`src/hw/bst_pkg.sv`:
```
// bst_pkg: constants, opcodes and controller states of the boundary scan test port
// assumes: compiled first; bst_cell, bst_idreg, bst_tap_port, bst_tap_chk and tb import it whole
`default_nettype none
package bst_pkg;
    localparam int IR_W = 16;
    localparam int ID_W = 32;
    localparam logic [15:0] OP_EXTEST = 16'hFFE8;
    localparam logic [15:0] OP_IDCODE = 16'hFFFE;
    localparam logic [15:0] OP_SAMPLE = 16'hFFF8;
    localparam logic [15:0] OP_HIGHZ = 16'hFFCF;
    localparam logic [15:0] OP_CLAMP = 16'hFFEF;
    localparam logic [15:0] OP_BYPASS = 16'hFFFF;
    localparam logic [15:0] IR_RESET = OP_IDCODE;
    localparam logic [15:0] IR_CAPTURE = 16'h0001;
    localparam int ID_VER_LSB = 28;
    localparam int ID_PART_LSB = 12;
    localparam int ID_CONT_LSB = 8;
    localparam int ID_MFR_LSB = 1;
    localparam logic [2:0] ESC_CNT = 3'h5;
    // pin index inside the synchroniser vector
    localparam int P_TCK = 0;
    localparam int P_TMS = 1;
    localparam int P_TDI = 2;
    localparam int P_TRST = 3;
    // pad-cell levels: clock pulled low, others pulled high
    localparam logic [3:0] PIN_RESET = 4'hE;
    typedef enum logic [3:0] {
        S_TLR, S_RTI, S_SEL_DR, S_CAP_DR, S_SH_DR, S_EX1_DR, S_PAU_DR, S_EX2_DR,
        S_UPD_DR, S_SEL_IR, S_CAP_IR, S_SH_IR, S_EX1_IR, S_PAU_IR, S_EX2_IR, S_UPD_IR
    } bst_tap_t;
endpackage
`default_nettype wire

```
`src/hw/bst_ctl_if.sv`:
```
// bst_ctl_if: scan strobes from the controller to the data registers
// assumes: strobes are single mclk pulses made by bst_tap_port
`default_nettype none
interface bst_ctl_if;
    logic capture;
    logic shift;
    logic update;
    logic bsr_sel;
    logic id_sel;
    logic tdi;
    modport ctl (output capture, shift, update, bsr_sel, id_sel, tdi);
    modport reg_side (input capture, shift, update, bsr_sel, id_sel, tdi);
endinterface
`default_nettype wire

```
`src/hw/bst_cell.sv`:
```
// bst_cell: one boundary scan cell, serial stage and parallel hold stage
// assumes: strobes arrive as one-cycle pulses on mclk
`default_nettype none
module bst_cell
    import bst_pkg::*;
(
    input wire logic mclk, // system clock
    input wire logic rst, // sync reset, high
    bst_ctl_if.reg_side sif, // scan strobes
    input wire logic cap_d, // value caught on capture
    input wire logic si, // serial in
    output logic so, // serial out
    output logic po // parallel hold output
);
    typedef struct packed {
        logic sh;
        logic upd;
    } bst_cell_st_t;
    bst_cell_st_t r, n;

    // hold stage is an update-enabled flop: a true latch would need a second clock tree
    always_comb begin
        n = r;
        if (sif.bsr_sel && sif.capture) begin
            n.sh = cap_d;
        end else if (sif.bsr_sel && sif.shift) begin
            n.sh = si;
        end
        if (sif.bsr_sel && sif.update) begin
            n.upd = r.sh;
        end
    end

    always_ff @(posedge mclk) begin
        if (rst) begin
            r <= '0;
        end else begin
            r <= n;
        end
    end

    assign so = r.sh;
    assign po = r.upd;
endmodule
`default_nettype wire

```
`src/hw/bst_idreg.sv`:
```
// bst_idreg: device identification register, 32-bit capture and shift
// assumes: selected by the controller only while the identification opcode is active
`default_nettype none
module bst_idreg
    import bst_pkg::*;
#(
    parameter logic [3:0] VERSION = 4'h1, // arbitrary value
    parameter logic [15:0] PART = 16'h5A5A, // arbitrary value
    parameter logic [3:0] CONT = 4'h2, // arbitrary value
    parameter logic [6:0] MFR = 7'h15 // arbitrary value
) (
    input wire logic mclk, // system clock
    input wire logic rst, // sync reset, high
    bst_ctl_if.reg_side sif, // scan strobes
    output logic so // serial out
);
    localparam logic [ID_W-1:0] ID_WORD = (ID_W'(VERSION) << ID_VER_LSB) | (ID_W'(PART) << ID_PART_LSB)
        | (ID_W'(CONT) << ID_CONT_LSB) | (ID_W'(MFR) << ID_MFR_LSB) | ID_W'(1);
    typedef struct packed {
        logic [ID_W-1:0] sh;
    } bst_id_st_t;
    bst_id_st_t r, n;

    always_comb begin
        n = r;
        if (sif.id_sel && sif.capture) begin
            n.sh = ID_WORD;
        end else if (sif.id_sel && sif.shift) begin
            n.sh = {sif.tdi, r.sh[ID_W-1:1]};
        end
    end

    always_ff @(posedge mclk) begin
        if (rst) begin
            r.sh <= ID_WORD;
        end else begin
            r <= n;
        end
    end

    assign so = r.sh[0];
endmodule
`default_nettype wire

```
`src/hw/bst_tap_port.sv`:
```
// bst_tap_port: boundary scan test port, controller, instruction decode, scan chain
// assumes: test pins are asynchronous to mclk; tck well below mclk/6
`default_nettype none
module bst_tap_port
    import bst_pkg::*;
#(
    parameter int NP = 8 // digital pins covered by the chain
) (
    input wire logic mclk, // 40 MHz system clock
    input wire logic rst, // sync reset, high
    input wire logic tck, // test clock pin
    input wire logic tms, // test mode select pin
    input wire logic tdi, // test data in pin
    input wire logic trst_n, // test reset pin, low
    output logic tdo, // test data out
    output logic tdo_oe, // tdo driven when high
    input wire logic [NP-1:0] core_out, // core drive values
    input wire logic [NP-1:0] core_oe, // core drive enables
    output logic [NP-1:0] core_in, // pin levels to core
    input wire logic [NP-1:0] pad_in, // pin levels from pads
    output logic [NP-1:0] pad_out, // pad drive values
    output logic [NP-1:0] pad_oe // pad drive enables
);
    localparam int NC = 2 * NP;

    // ----------------------------------------
    // state
    // ----------------------------------------
    typedef struct packed {
        logic [3:0] s1;
        logic [3:0] s2;
        logic [3:0] s3;
        logic [3:0] f;
        logic [NP-1:0] p1;
        logic [NP-1:0] p2;
        logic [NP-1:0] p3;
        logic [NP-1:0] pf;
        bst_tap_t st;
        logic [IR_W-1:0] ir;
        logic [IR_W-1:0] ir_sh;
        logic byp;
        logic [2:0] esc;
        logic tdo;
        logic tdo_oe;
        logic [NP-1:0] pout;
        logic [NP-1:0] poe;
        logic [NP-1:0] cin;
    } bst_port_st_t;
    bst_port_st_t r, n;

    bst_ctl_if sif();
    logic [NC-1:0] cso;
    logic [NC-1:0] cpo;
    logic id_so;
    logic rise;
    logic fall;
    logic tms_v;
    logic tdi_v;
    logic test_mode;
    logic float_mode;
    logic dr_so;

    // ----------------------------------------
    // controller graph
    // ----------------------------------------
    function automatic bst_tap_t tap_next(input bst_tap_t s, input logic m);
        bst_tap_t t;
        t = s;
        unique case (s)
            S_TLR: t = m ? S_TLR : S_RTI;
            S_RTI: t = m ? S_SEL_DR : S_RTI;
            S_SEL_DR: t = m ? S_SEL_IR : S_CAP_DR;
            S_CAP_DR: t = m ? S_EX1_DR : S_SH_DR;
            S_SH_DR: t = m ? S_EX1_DR : S_SH_DR;
            S_EX1_DR: t = m ? S_UPD_DR : S_PAU_DR;
            S_PAU_DR: t = m ? S_EX2_DR : S_PAU_DR;
            S_EX2_DR: t = m ? S_UPD_DR : S_SH_DR;
            S_UPD_DR: t = m ? S_SEL_DR : S_RTI;
            S_SEL_IR: t = m ? S_TLR : S_CAP_IR;
            S_CAP_IR: t = m ? S_EX1_IR : S_SH_IR;
            S_SH_IR: t = m ? S_EX1_IR : S_SH_IR;
            S_EX1_IR: t = m ? S_UPD_IR : S_PAU_IR;
            S_PAU_IR: t = m ? S_EX2_IR : S_PAU_IR;
            S_EX2_IR: t = m ? S_UPD_IR : S_SH_IR;
            S_UPD_IR: t = m ? S_SEL_DR : S_RTI;
        endcase
        return t;
    endfunction

    // ----------------------------------------
    // pin sampling and edge finding
    // ----------------------------------------
    // a level counts only once stages two and three agree, so glitches never step the controller
    assign rise = ~r.f[P_TCK] & r.s2[P_TCK] & r.s3[P_TCK];
    assign fall = r.f[P_TCK] & ~r.s2[P_TCK] & ~r.s3[P_TCK];
    assign tms_v = (r.s2[P_TMS] == r.s3[P_TMS]) ? r.s3[P_TMS] : r.f[P_TMS];
    assign tdi_v = (r.s2[P_TDI] == r.s3[P_TDI]) ? r.s3[P_TDI] : r.f[P_TDI];

    // ----------------------------------------
    // instruction decode
    // ----------------------------------------
    assign test_mode = (r.ir == OP_EXTEST) || (r.ir == OP_CLAMP);
    assign float_mode = (r.ir == OP_HIGHZ);
    assign sif.bsr_sel = (r.ir == OP_EXTEST) || (r.ir == OP_SAMPLE);
    assign sif.id_sel = (r.ir == OP_IDCODE);
    assign sif.capture = rise && (r.st == S_CAP_DR);
    assign sif.shift = rise && (r.st == S_SH_DR);
    assign sif.update = fall && (r.st == S_UPD_DR);
    assign sif.tdi = tdi_v;

    // unknown opcodes fall back to the bypass bit
    always_comb begin
        if (sif.id_sel) begin
            dr_so = id_so;
        end else if (sif.bsr_sel) begin
            dr_so = cso[NC-1];
        end else begin
            dr_so = r.byp;
        end
    end

    // ----------------------------------------
    // data registers
    // ----------------------------------------
    bst_idreg u_id (
        .mclk(mclk),
        .rst(rst),
        .sif(sif),
        .so(id_so)
    );

    // cells 0..NP-1 watch pin levels, cells NP..NC-1 hold drive enables
    for (genvar k = 0; k < NC; k++) begin : g_cell
        logic cd;
        logic si;
        if (k < NP) begin : g_dat
            assign cd = r.pf[k];
        end else begin : g_en
            assign cd = core_oe[k-NP];
        end
        if (k == 0) begin : g_first
            assign si = tdi_v;
        end else begin : g_next
            assign si = cso[k-1];
        end
        bst_cell u_cell (
            .mclk(mclk),
            .rst(rst),
            .sif(sif),
            .cap_d(cd),
            .si(si),
            .so(cso[k]),
            .po(cpo[k])
        );
    end

    // ----------------------------------------
    // next state
    // ----------------------------------------
    always_comb begin
        n = r;
        n.s1 = {trst_n, tdi, tms, tck};
        n.s2 = r.s1;
        n.s3 = r.s2;
        for (int i = 0; i < 4; i++) begin
            if (r.s2[i] == r.s3[i]) begin
                n.f[i] = r.s3[i];
            end
        end
        n.p1 = pad_in;
        n.p2 = r.p1;
        n.p3 = r.p2;
        for (int i = 0; i < NP; i++) begin
            if (r.p2[i] == r.p3[i]) begin
                n.pf[i] = r.p3[i];
            end
        end

        if (rise) begin
            if (tms_v && tdi_v) begin
                n.esc = (r.esc == ESC_CNT) ? ESC_CNT : r.esc + 3'h1;
            end else begin
                n.esc = 3'h0;
            end
            n.st = tap_next(r.st, tms_v);
            if (n.esc == ESC_CNT) begin
                n.st = S_TLR;
            end
            unique case (r.st)
                S_CAP_IR: n.ir_sh = IR_CAPTURE;
                S_SH_IR: n.ir_sh = {tdi_v, r.ir_sh[IR_W-1:1]};
                S_CAP_DR: n.byp = 1'b0;
                S_SH_DR: n.byp = tdi_v;
                default: ;
            endcase
        end

        if (fall) begin
            if (r.st == S_UPD_IR) begin
                n.ir = r.ir_sh;
            end
            // tdo moves on the falling edge so the tester samples it stable late in the high phase
            if (r.st == S_SH_IR) begin
                n.tdo = r.ir_sh[0];
                n.tdo_oe = 1'b1;
            end else if (r.st == S_SH_DR) begin
                n.tdo = dr_so;
                n.tdo_oe = 1'b1;
            end else begin
                n.tdo_oe = 1'b0;
            end
        end

        if ((r.s2[P_TRST] == r.s3[P_TRST]) && !r.s3[P_TRST]) begin
            n.st = S_TLR;
            n.tdo_oe = 1'b0;
        end
        if (r.st == S_TLR) begin
            n.ir = IR_RESET;
        end

        if (float_mode) begin
            n.pout = core_out;
            n.poe = '0;
        end else if (test_mode) begin
            n.pout = cpo[NP-1:0];
            n.poe = cpo[NC-1:NP];
        end else begin
            n.pout = core_out;
            n.poe = core_oe;
        end
        n.cin = r.pf;
    end

    // ----------------------------------------
    // registers
    // ----------------------------------------
    // pins reset to their pull levels: no tck edge, tms and tdi high
    always_ff @(posedge mclk) begin
        if (rst) begin
            r <= '0;
            r.s1 <= PIN_RESET;
            r.s2 <= PIN_RESET;
            r.s3 <= PIN_RESET;
            r.f <= PIN_RESET;
            r.st <= S_TLR;
            r.ir <= IR_RESET;
        end else begin
            r <= n;
        end
    end

    assign tdo = r.tdo;
    assign tdo_oe = r.tdo_oe;
    assign core_in = r.cin;
    assign pad_out = r.pout;
    assign pad_oe = r.poe;
endmodule
`default_nettype wire

```
`config.mk`:
```
export PLATFORM = sky130hd
export DESIGN_NAME = bst_tap_port
export DESIGN_NICKNAME = d
export VERILOG_FILES = /design/src/hw/bst_pkg.sv /design/src/hw/bst_ctl_if.sv /design/src/hw/bst_cell.sv /design/src/hw/bst_idreg.sv /design/src/hw/bst_tap_port.sv
export SDC_FILE = /design/constraint.sdc
export NUM_CORES = 1
export LEC_CHECK = 0
export BUFFER_PORTS_ARGS = -buffer_cell sky130_fd_sc_hd__buf_2
export CORE_MARGIN = 2
export CORE_UTILIZATION = 45
export CTS_CLUSTER_SIZE = 30
export DETAILED_ROUTE_END_ITERATION = 10
export PLACE_DENSITY = 0.61
export SLEW_MARGIN = 10
export SYNTH_ARGS = -nofsm -noshare
export SYNTH_HDL_FRONTEND = slang
export SYNTH_SLANG_ARGS = --single-unit
```
`constraint.sdc`:
```
create_clock -name mclk -period 4.65 [get_ports mclk]
set_input_delay 0.2325 -clock mclk [delete_from_list [all_inputs] [get_ports mclk]]
set_output_delay 0.2325 -clock mclk [all_outputs]
set_load 0.005 [all_outputs]
```
### Word level (Yosys, flattened, before mapping)

Index checks and enable logic that the tools add are counted.

* bits in registers: 177
* output and inout bits: 26
* bits of input ports: 30

* equality and inequality tests: 34
* multiplexer cells: 60
* $add $sub $neg: 1
* bitwise operators: 7
* reduce and logical (&&, ||, !) cells: 29

Operators by type and width (count)
* $eq 16x16->1 const B: 5
* $pmux 4 s12: 1
* $mux 1: 41
* $eq 4x4->1 const B: 8
* $mux 16: 2
* $pmux 16 s2: 1
* $mux 4: 5
* $eq 4x3->1 const B: 4
* $mux 3: 5
* $eq 1x1->1: 12
* $reduce_or 2->1: 6
* $logic_and 1x1->1: 10
* $eq 4x2->1 const B: 2
* $mux 2: 4
* $reduce_and 2->1: 4
* $reduce_bool 2->1: 4
* $eq 3x3->1 const B: 2
* $and 1x1->1: 4
* $eq 4x1->1 const B: 1
* $logic_not 4->1: 1
* $add 3x1->3 const B: 1
* $not 1->1: 3
* $reduce_or 3->1: 1
* $logic_or 1x1->1: 2
* 2 further kinds: 2

### Logic depth before layout (Yosys ltp)

* depth after elaboration: 7
* gate-level depth with buffers: 9
* mapped depth without buffers: 5

### Modules after synthesis

From an unflattened synthesis, not the netlist that was laid out.

* cell total of the unflattened synthesis: 799
* area total of the unflattened synthesis: 7205.7 um^2

By module, submodules not included
* bst_tap_port: instances 1, area each 4292.9 um^2, cells an instance 473
* bst_cell: instances 16, area each 102.6 um^2, cells an instance 12
* bst_idreg: instances 1, area each 1271.2 um^2, cells an instance 134

### Worst setup path before layout

OpenSTA, ideal clock, no wires.

* kind: register to register
* start: register r[61] (netlist name)
* end: register g_cell[0].u_cell.r (netlist bit g_cell[0].u_cell.po)
* cell stages (with the launch flop): 8
* required time: 4.522 ns
* arrival: 2.042 ns
* library setup time: 0.128 ns
* path slack: 2.481 ns
* path through: dfxtp_1 -> nand4_1 -> or4_1 -> buf_6 -> nor4_4 -> buf_6 -> mux2i_1 -> nor2_1

* word-level cells in the longest chain between the ends: 3

RTL lines
* from (decl): RTL line bst_tap_port.sv:49 `bst_port_st_t r, n;`
* from (signal assigned): RTL line bst_tap_port.sv:249 `r <= n;`
* $eq 16x16->1: RTL line bst_tap_port.sv:104 `assign sif.bsr_sel = (r.ir == OP_EXTEST) || (r.ir == OP_SAMPLE);`
* $logic_or 1x1->1 (*): RTL line bst_tap_port.sv:104
* $logic_and 1x1->1 (*): RTL line bst_cell.sv:29 `if (sif.bsr_sel && sif.update) begin`
* to (signal assigned): RTL line bst_cell.sv:38 `r <= n;`
* to (decl): RTL line bst_cell.sv:19 `bst_cell_st_t r, n;`

Mark *: on every way between the ends. The rest lies on a longest branch, timed or not.
A chain may end at the register's enable or synchronous reset.

### Final worst setup path

* start: register r[62] (netlist name)
* end: register u_id.r[15] (netlist name)

* word-level cells in the longest chain between the ends: 4

RTL lines
* $eq 4x2->1: RTL line bst_tap_port.sv:106 `assign sif.capture = rise && (r.st == S_CAP_DR);`
* $logic_and 1x1->1: RTL line bst_tap_port.sv:106
* $logic_and 1x1->1: RTL line bst_idreg.sv:26 `if (sif.id_sel && sif.capture) begin`
* $reduce_or 2->1 (no line)
* to (signal assigned): RTL line bst_idreg.sv:37 `r <= n;`
* to (decl): RTL line bst_idreg.sv:22 `bst_id_st_t r, n;`

Parallel ways exist; a longest one is shown, timed or not.

==> impl_metrics.yaml <==
power_and_ir_drop:
  p_leak_nw: 2.92
  ir_worst_vdd_uv: 288
  power_density_nw_per_um2: 392
run:
  max_cap_viol_count: 0
route:
  post_drt_wl_per_cell_um: 13.1
  dr.pass1.iters: 5
  drtAntennaViolNets: 0
  drt_iter0_drc: 486
  drcViolationCount: 0
  routed_wl_mm: 12.5
  vias: 4937
  via_per_inst: 5.19
timing:
  fin_hold_ws_ns: 0.0204
  drv_slew: 0
  tightest_slew_ns: 1.14
  fin_crit_ns: 3.05
  fin_crit_sh: 0.656
  setup_ws_ns: 1.60
  hold_viol: 0
  setup_tns_ns: 0
  rsz0062_at_grt: "no"
  setup_viol: 0
  finClkSkew_ns: 0.0122
  slew_headroom: 0.235
  max_freq_ghz: 0.328
cts:
  hold_buffers: 5
  cts_made_buffers: 17
  clk_latency_ns: 0.42
  cts_root_buffer: "clkbuf_16"
  postCtsSetupBuffers: 0
  cts_tree: "done"
  cts_sinks: 177
  path_clk_slew_ns: 0.06
  clk_path_buf_depth: 2
  cts.repair.resized: 0
  cts_max_level: 4
logic_synthesis:
  synth_cells: 743
  ys_seq_area_frac: 0.534
  synth_compound_area_frac: 0.104
  synth-simple-area-share: 0.246
  netlist-cell-type-count: 52
  synth_area_leader_cell: "dfxtp_1"
  synth_fa_ha_area_frac: 0.00301
  synth_top_family_by_area: "simple AND/OR/NAND/NOR gates"
  synth_commonest_cells: "dfxtp_1, nand2_1, a21oi_1"
  syn-cell-area_um2: 6640
  synth_warnings: 0
  yosys_most_used_dff: "dfxtp_1"
  syn-num-nets: 773
  synth_top_area_share: 0.534
  synth_seq_cells: 177
  synth_xor_xnor_area_share: 0.00264
  muxShareOfSynthArea: 0.0512
  synth_edf_count: 0
  synth_area_leaders: "dfxtp_1, nand2_1, mux2i_1, a21oi_1, nand3_1"
  yosysMostFrequentCell: "dfxtp_1"
  synth.avg_cell_area_um2: 8.94
  async_reset_ff_frac: 0
critical_path:
  end_kind: "register"
  rrSetupSlack_ns: 1.60
  cp_cell_sequence: "or4b_2, nor2_1, nand3b_1, nand2_1, nand3_1"
  cp.arrival_ns: 3.31
  crit_path_max_fanout: 32
  crit_type: "reg2reg"
  cp.required_ns: 4.91
  cpPeakStageDelay_ns: 0.87
  cp-start-kind: "register"
  cp_slowest_cell: "or4b_2"
die:
  die_area_um2: 15700
  start_util: 0.459
  num_io_pins: 56
  dieWidth_um: 125
  die_h_um: 125
  fp-row-count: 44
  core_region_area_um2: 14500
cells_and_area:
  antenna_cells: 0
  n_fill_cell: 1360
  drive_gt1_frac: 0.154
  ff_latch_area_um2: 3540
  syn2layout_area_growth_pct: 11.8
  multi_input_area_um2: 2720
  nets: 785
global_routing:
  grt_max_degree: 113
  grt_pass1_wl_mm: 21.5
  antenna_found_initial: 0
  gr-total-overflow: 0
  grt_pass1_vias: 4533
  track_usage: 0.168
placed_design:
  routabilityCongestion: 0.778
  place_ws_ns: 1.57
  port_buffers: 55
  hpwl_mm: 7.99
hold_path:
  hold_path.class: "in2reg"
run_status:
  status: "complete, no violations"
cell type report:
class / instances / area share
timing repair buffer: 65 / 0.0492
multi-input combinational: 491 / 0.366
clock buffer: 20 / 0.0629
clock inverter: 12 / 0.0115
sequential: 177 / 0.477
tap: 184 / 0.0310
inverter: 3 / 0.00152
sequential cells by signal, summed over array words and instances (netlist names):
| signal | flops |
|---|---|
| core_in | 8 |
| g_cell.cd | 8 |
| g_cell.u_cell.po | 16 |
| g_cell.u_cell.so | 16 |
| n | 24 |
| pad_oe | 8 |
| pad_out | 8 |
| r | 55 |
| tdo | 1 |
| tdo_oe | 1 |
| u_id.r | 32 |
path summary, 6_finish.rpt:
| kind | start | to | cells after the start |
|---|---|---|---|
| max | r[62] | u_id.r[15] | 5 |
| min | tck | n[106] | 2 |
| max reg2reg | r[62] | u_id.r[15] | 5 |
| min reg2reg | n[108] | n[104] | 1 |
per-stage QoR:
stage | cells | instance area, µm² | total power [mW] | utilization
2_1_floorplan | 743 | 6640 | 1.62 | -
3_3_place_gp | 915 | 6820 | 1.64 | 0.471
3_5_place_dp | 915 | 6820 | 1.64 | 0.471
4_1_cts | 952 | 7420 | 2.95 | 0.512
5_1_grt | 952 | 7420 | 3.03 | 0.513
6_report | 952 | 7420 | 2.91 | 0.513
cell families (layout without fill, tap and decap cells):
family,Yosys count,in the layout
AND/OR/NAND/NOR,334,334
flip-flops,177,177
AO/OA/AOI/OAI,119,119
buffers and inverters,75,100
multiplexers,34,34
adder cells (fa/ha/maj),2,2
XOR/XNOR,2,2
report_power, final:
part	switching (mW)	internal, mW	total, mW	leakage [nW]
Clock	0.572	0.725	1.30	0.264
Sequential	0.00577	1.54	1.54	1.44
Combinational	0.0366	0.0316	0.0682	1.21
Total	0.614	2.29	2.91	2.92
cells in the final DEF (no fill, tap or decap), types with 2 or more instances in the layout:
| master | netlist | layout |
|---|---|---|
| a211o_1 | 2 | 2 |
| a21oi_1 | 52 | 51 |
| a221oi_1 | 2 | 2 |
| a31oi_1 | 2 | 2 |
| buf_2 | 6 | 54 |
| buf_4 | 24 | 6 |
| clkbuf_16 | 0 | 17 |
| clkbuf_8 | 0 | 3 |
| clkinv_2 | 0 | 4 |
| clkinv_4 | 0 | 3 |
| clkinvlp_4 | 0 | 4 |
| dfxtp_1 | 177 | 177 |
| dlygate4sd3_1 | 0 | 5 |
| inv_1 | 3 | 3 |
| maj3_1 | 2 | 2 |
| mux2i_1 | 34 | 34 |
| nand2_1 | 135 | 135 |
| nand2b_1 | 17 | 17 |
| nand3_1 | 49 | 49 |
| nand3b_1 | 3 | 3 |
| nand4_1 | 2 | 2 |
| nor2_1 | 50 | 50 |
| nor2b_1 | 36 | 36 |
| nor3_1 | 4 | 3 |
| nor3_2 | 1 | 2 |
| nor3_4 | 2 | 2 |
| nor4_1 | 2 | 2 |
| nor4_4 | 1 | 2 |
| o21a_1 | 2 | 2 |
| o21ai_0 | 18 | 18 |
| o22ai_1 | 31 | 31 |
| o32ai_1 | 2 | 2 |
| or2_2 | 14 | 14 |
| or3_1 | 5 | 5 |
| or3b_2 | 2 | 2 |
| or4b_2 | 3 | 3 |
per-layer routing:
metal | track usage | share of wire | wire (µm)
met1 | 0.220 | 0.48 | 6020
met2 | 0.262 | 0.46 | 5700
met3 | 0.0475 | 0.044 | 546
met4 | 0.0673 | 0.017 | 217
met5 | 0 | 0 | 0
critical path, delay by kind of cell (launching register included):
kind / cells / cell delay (ns)
AND/OR/NAND/NOR: 5 / 2.25
flip-flops: 1 / 0.63
(Power assumes the default switching activity.)
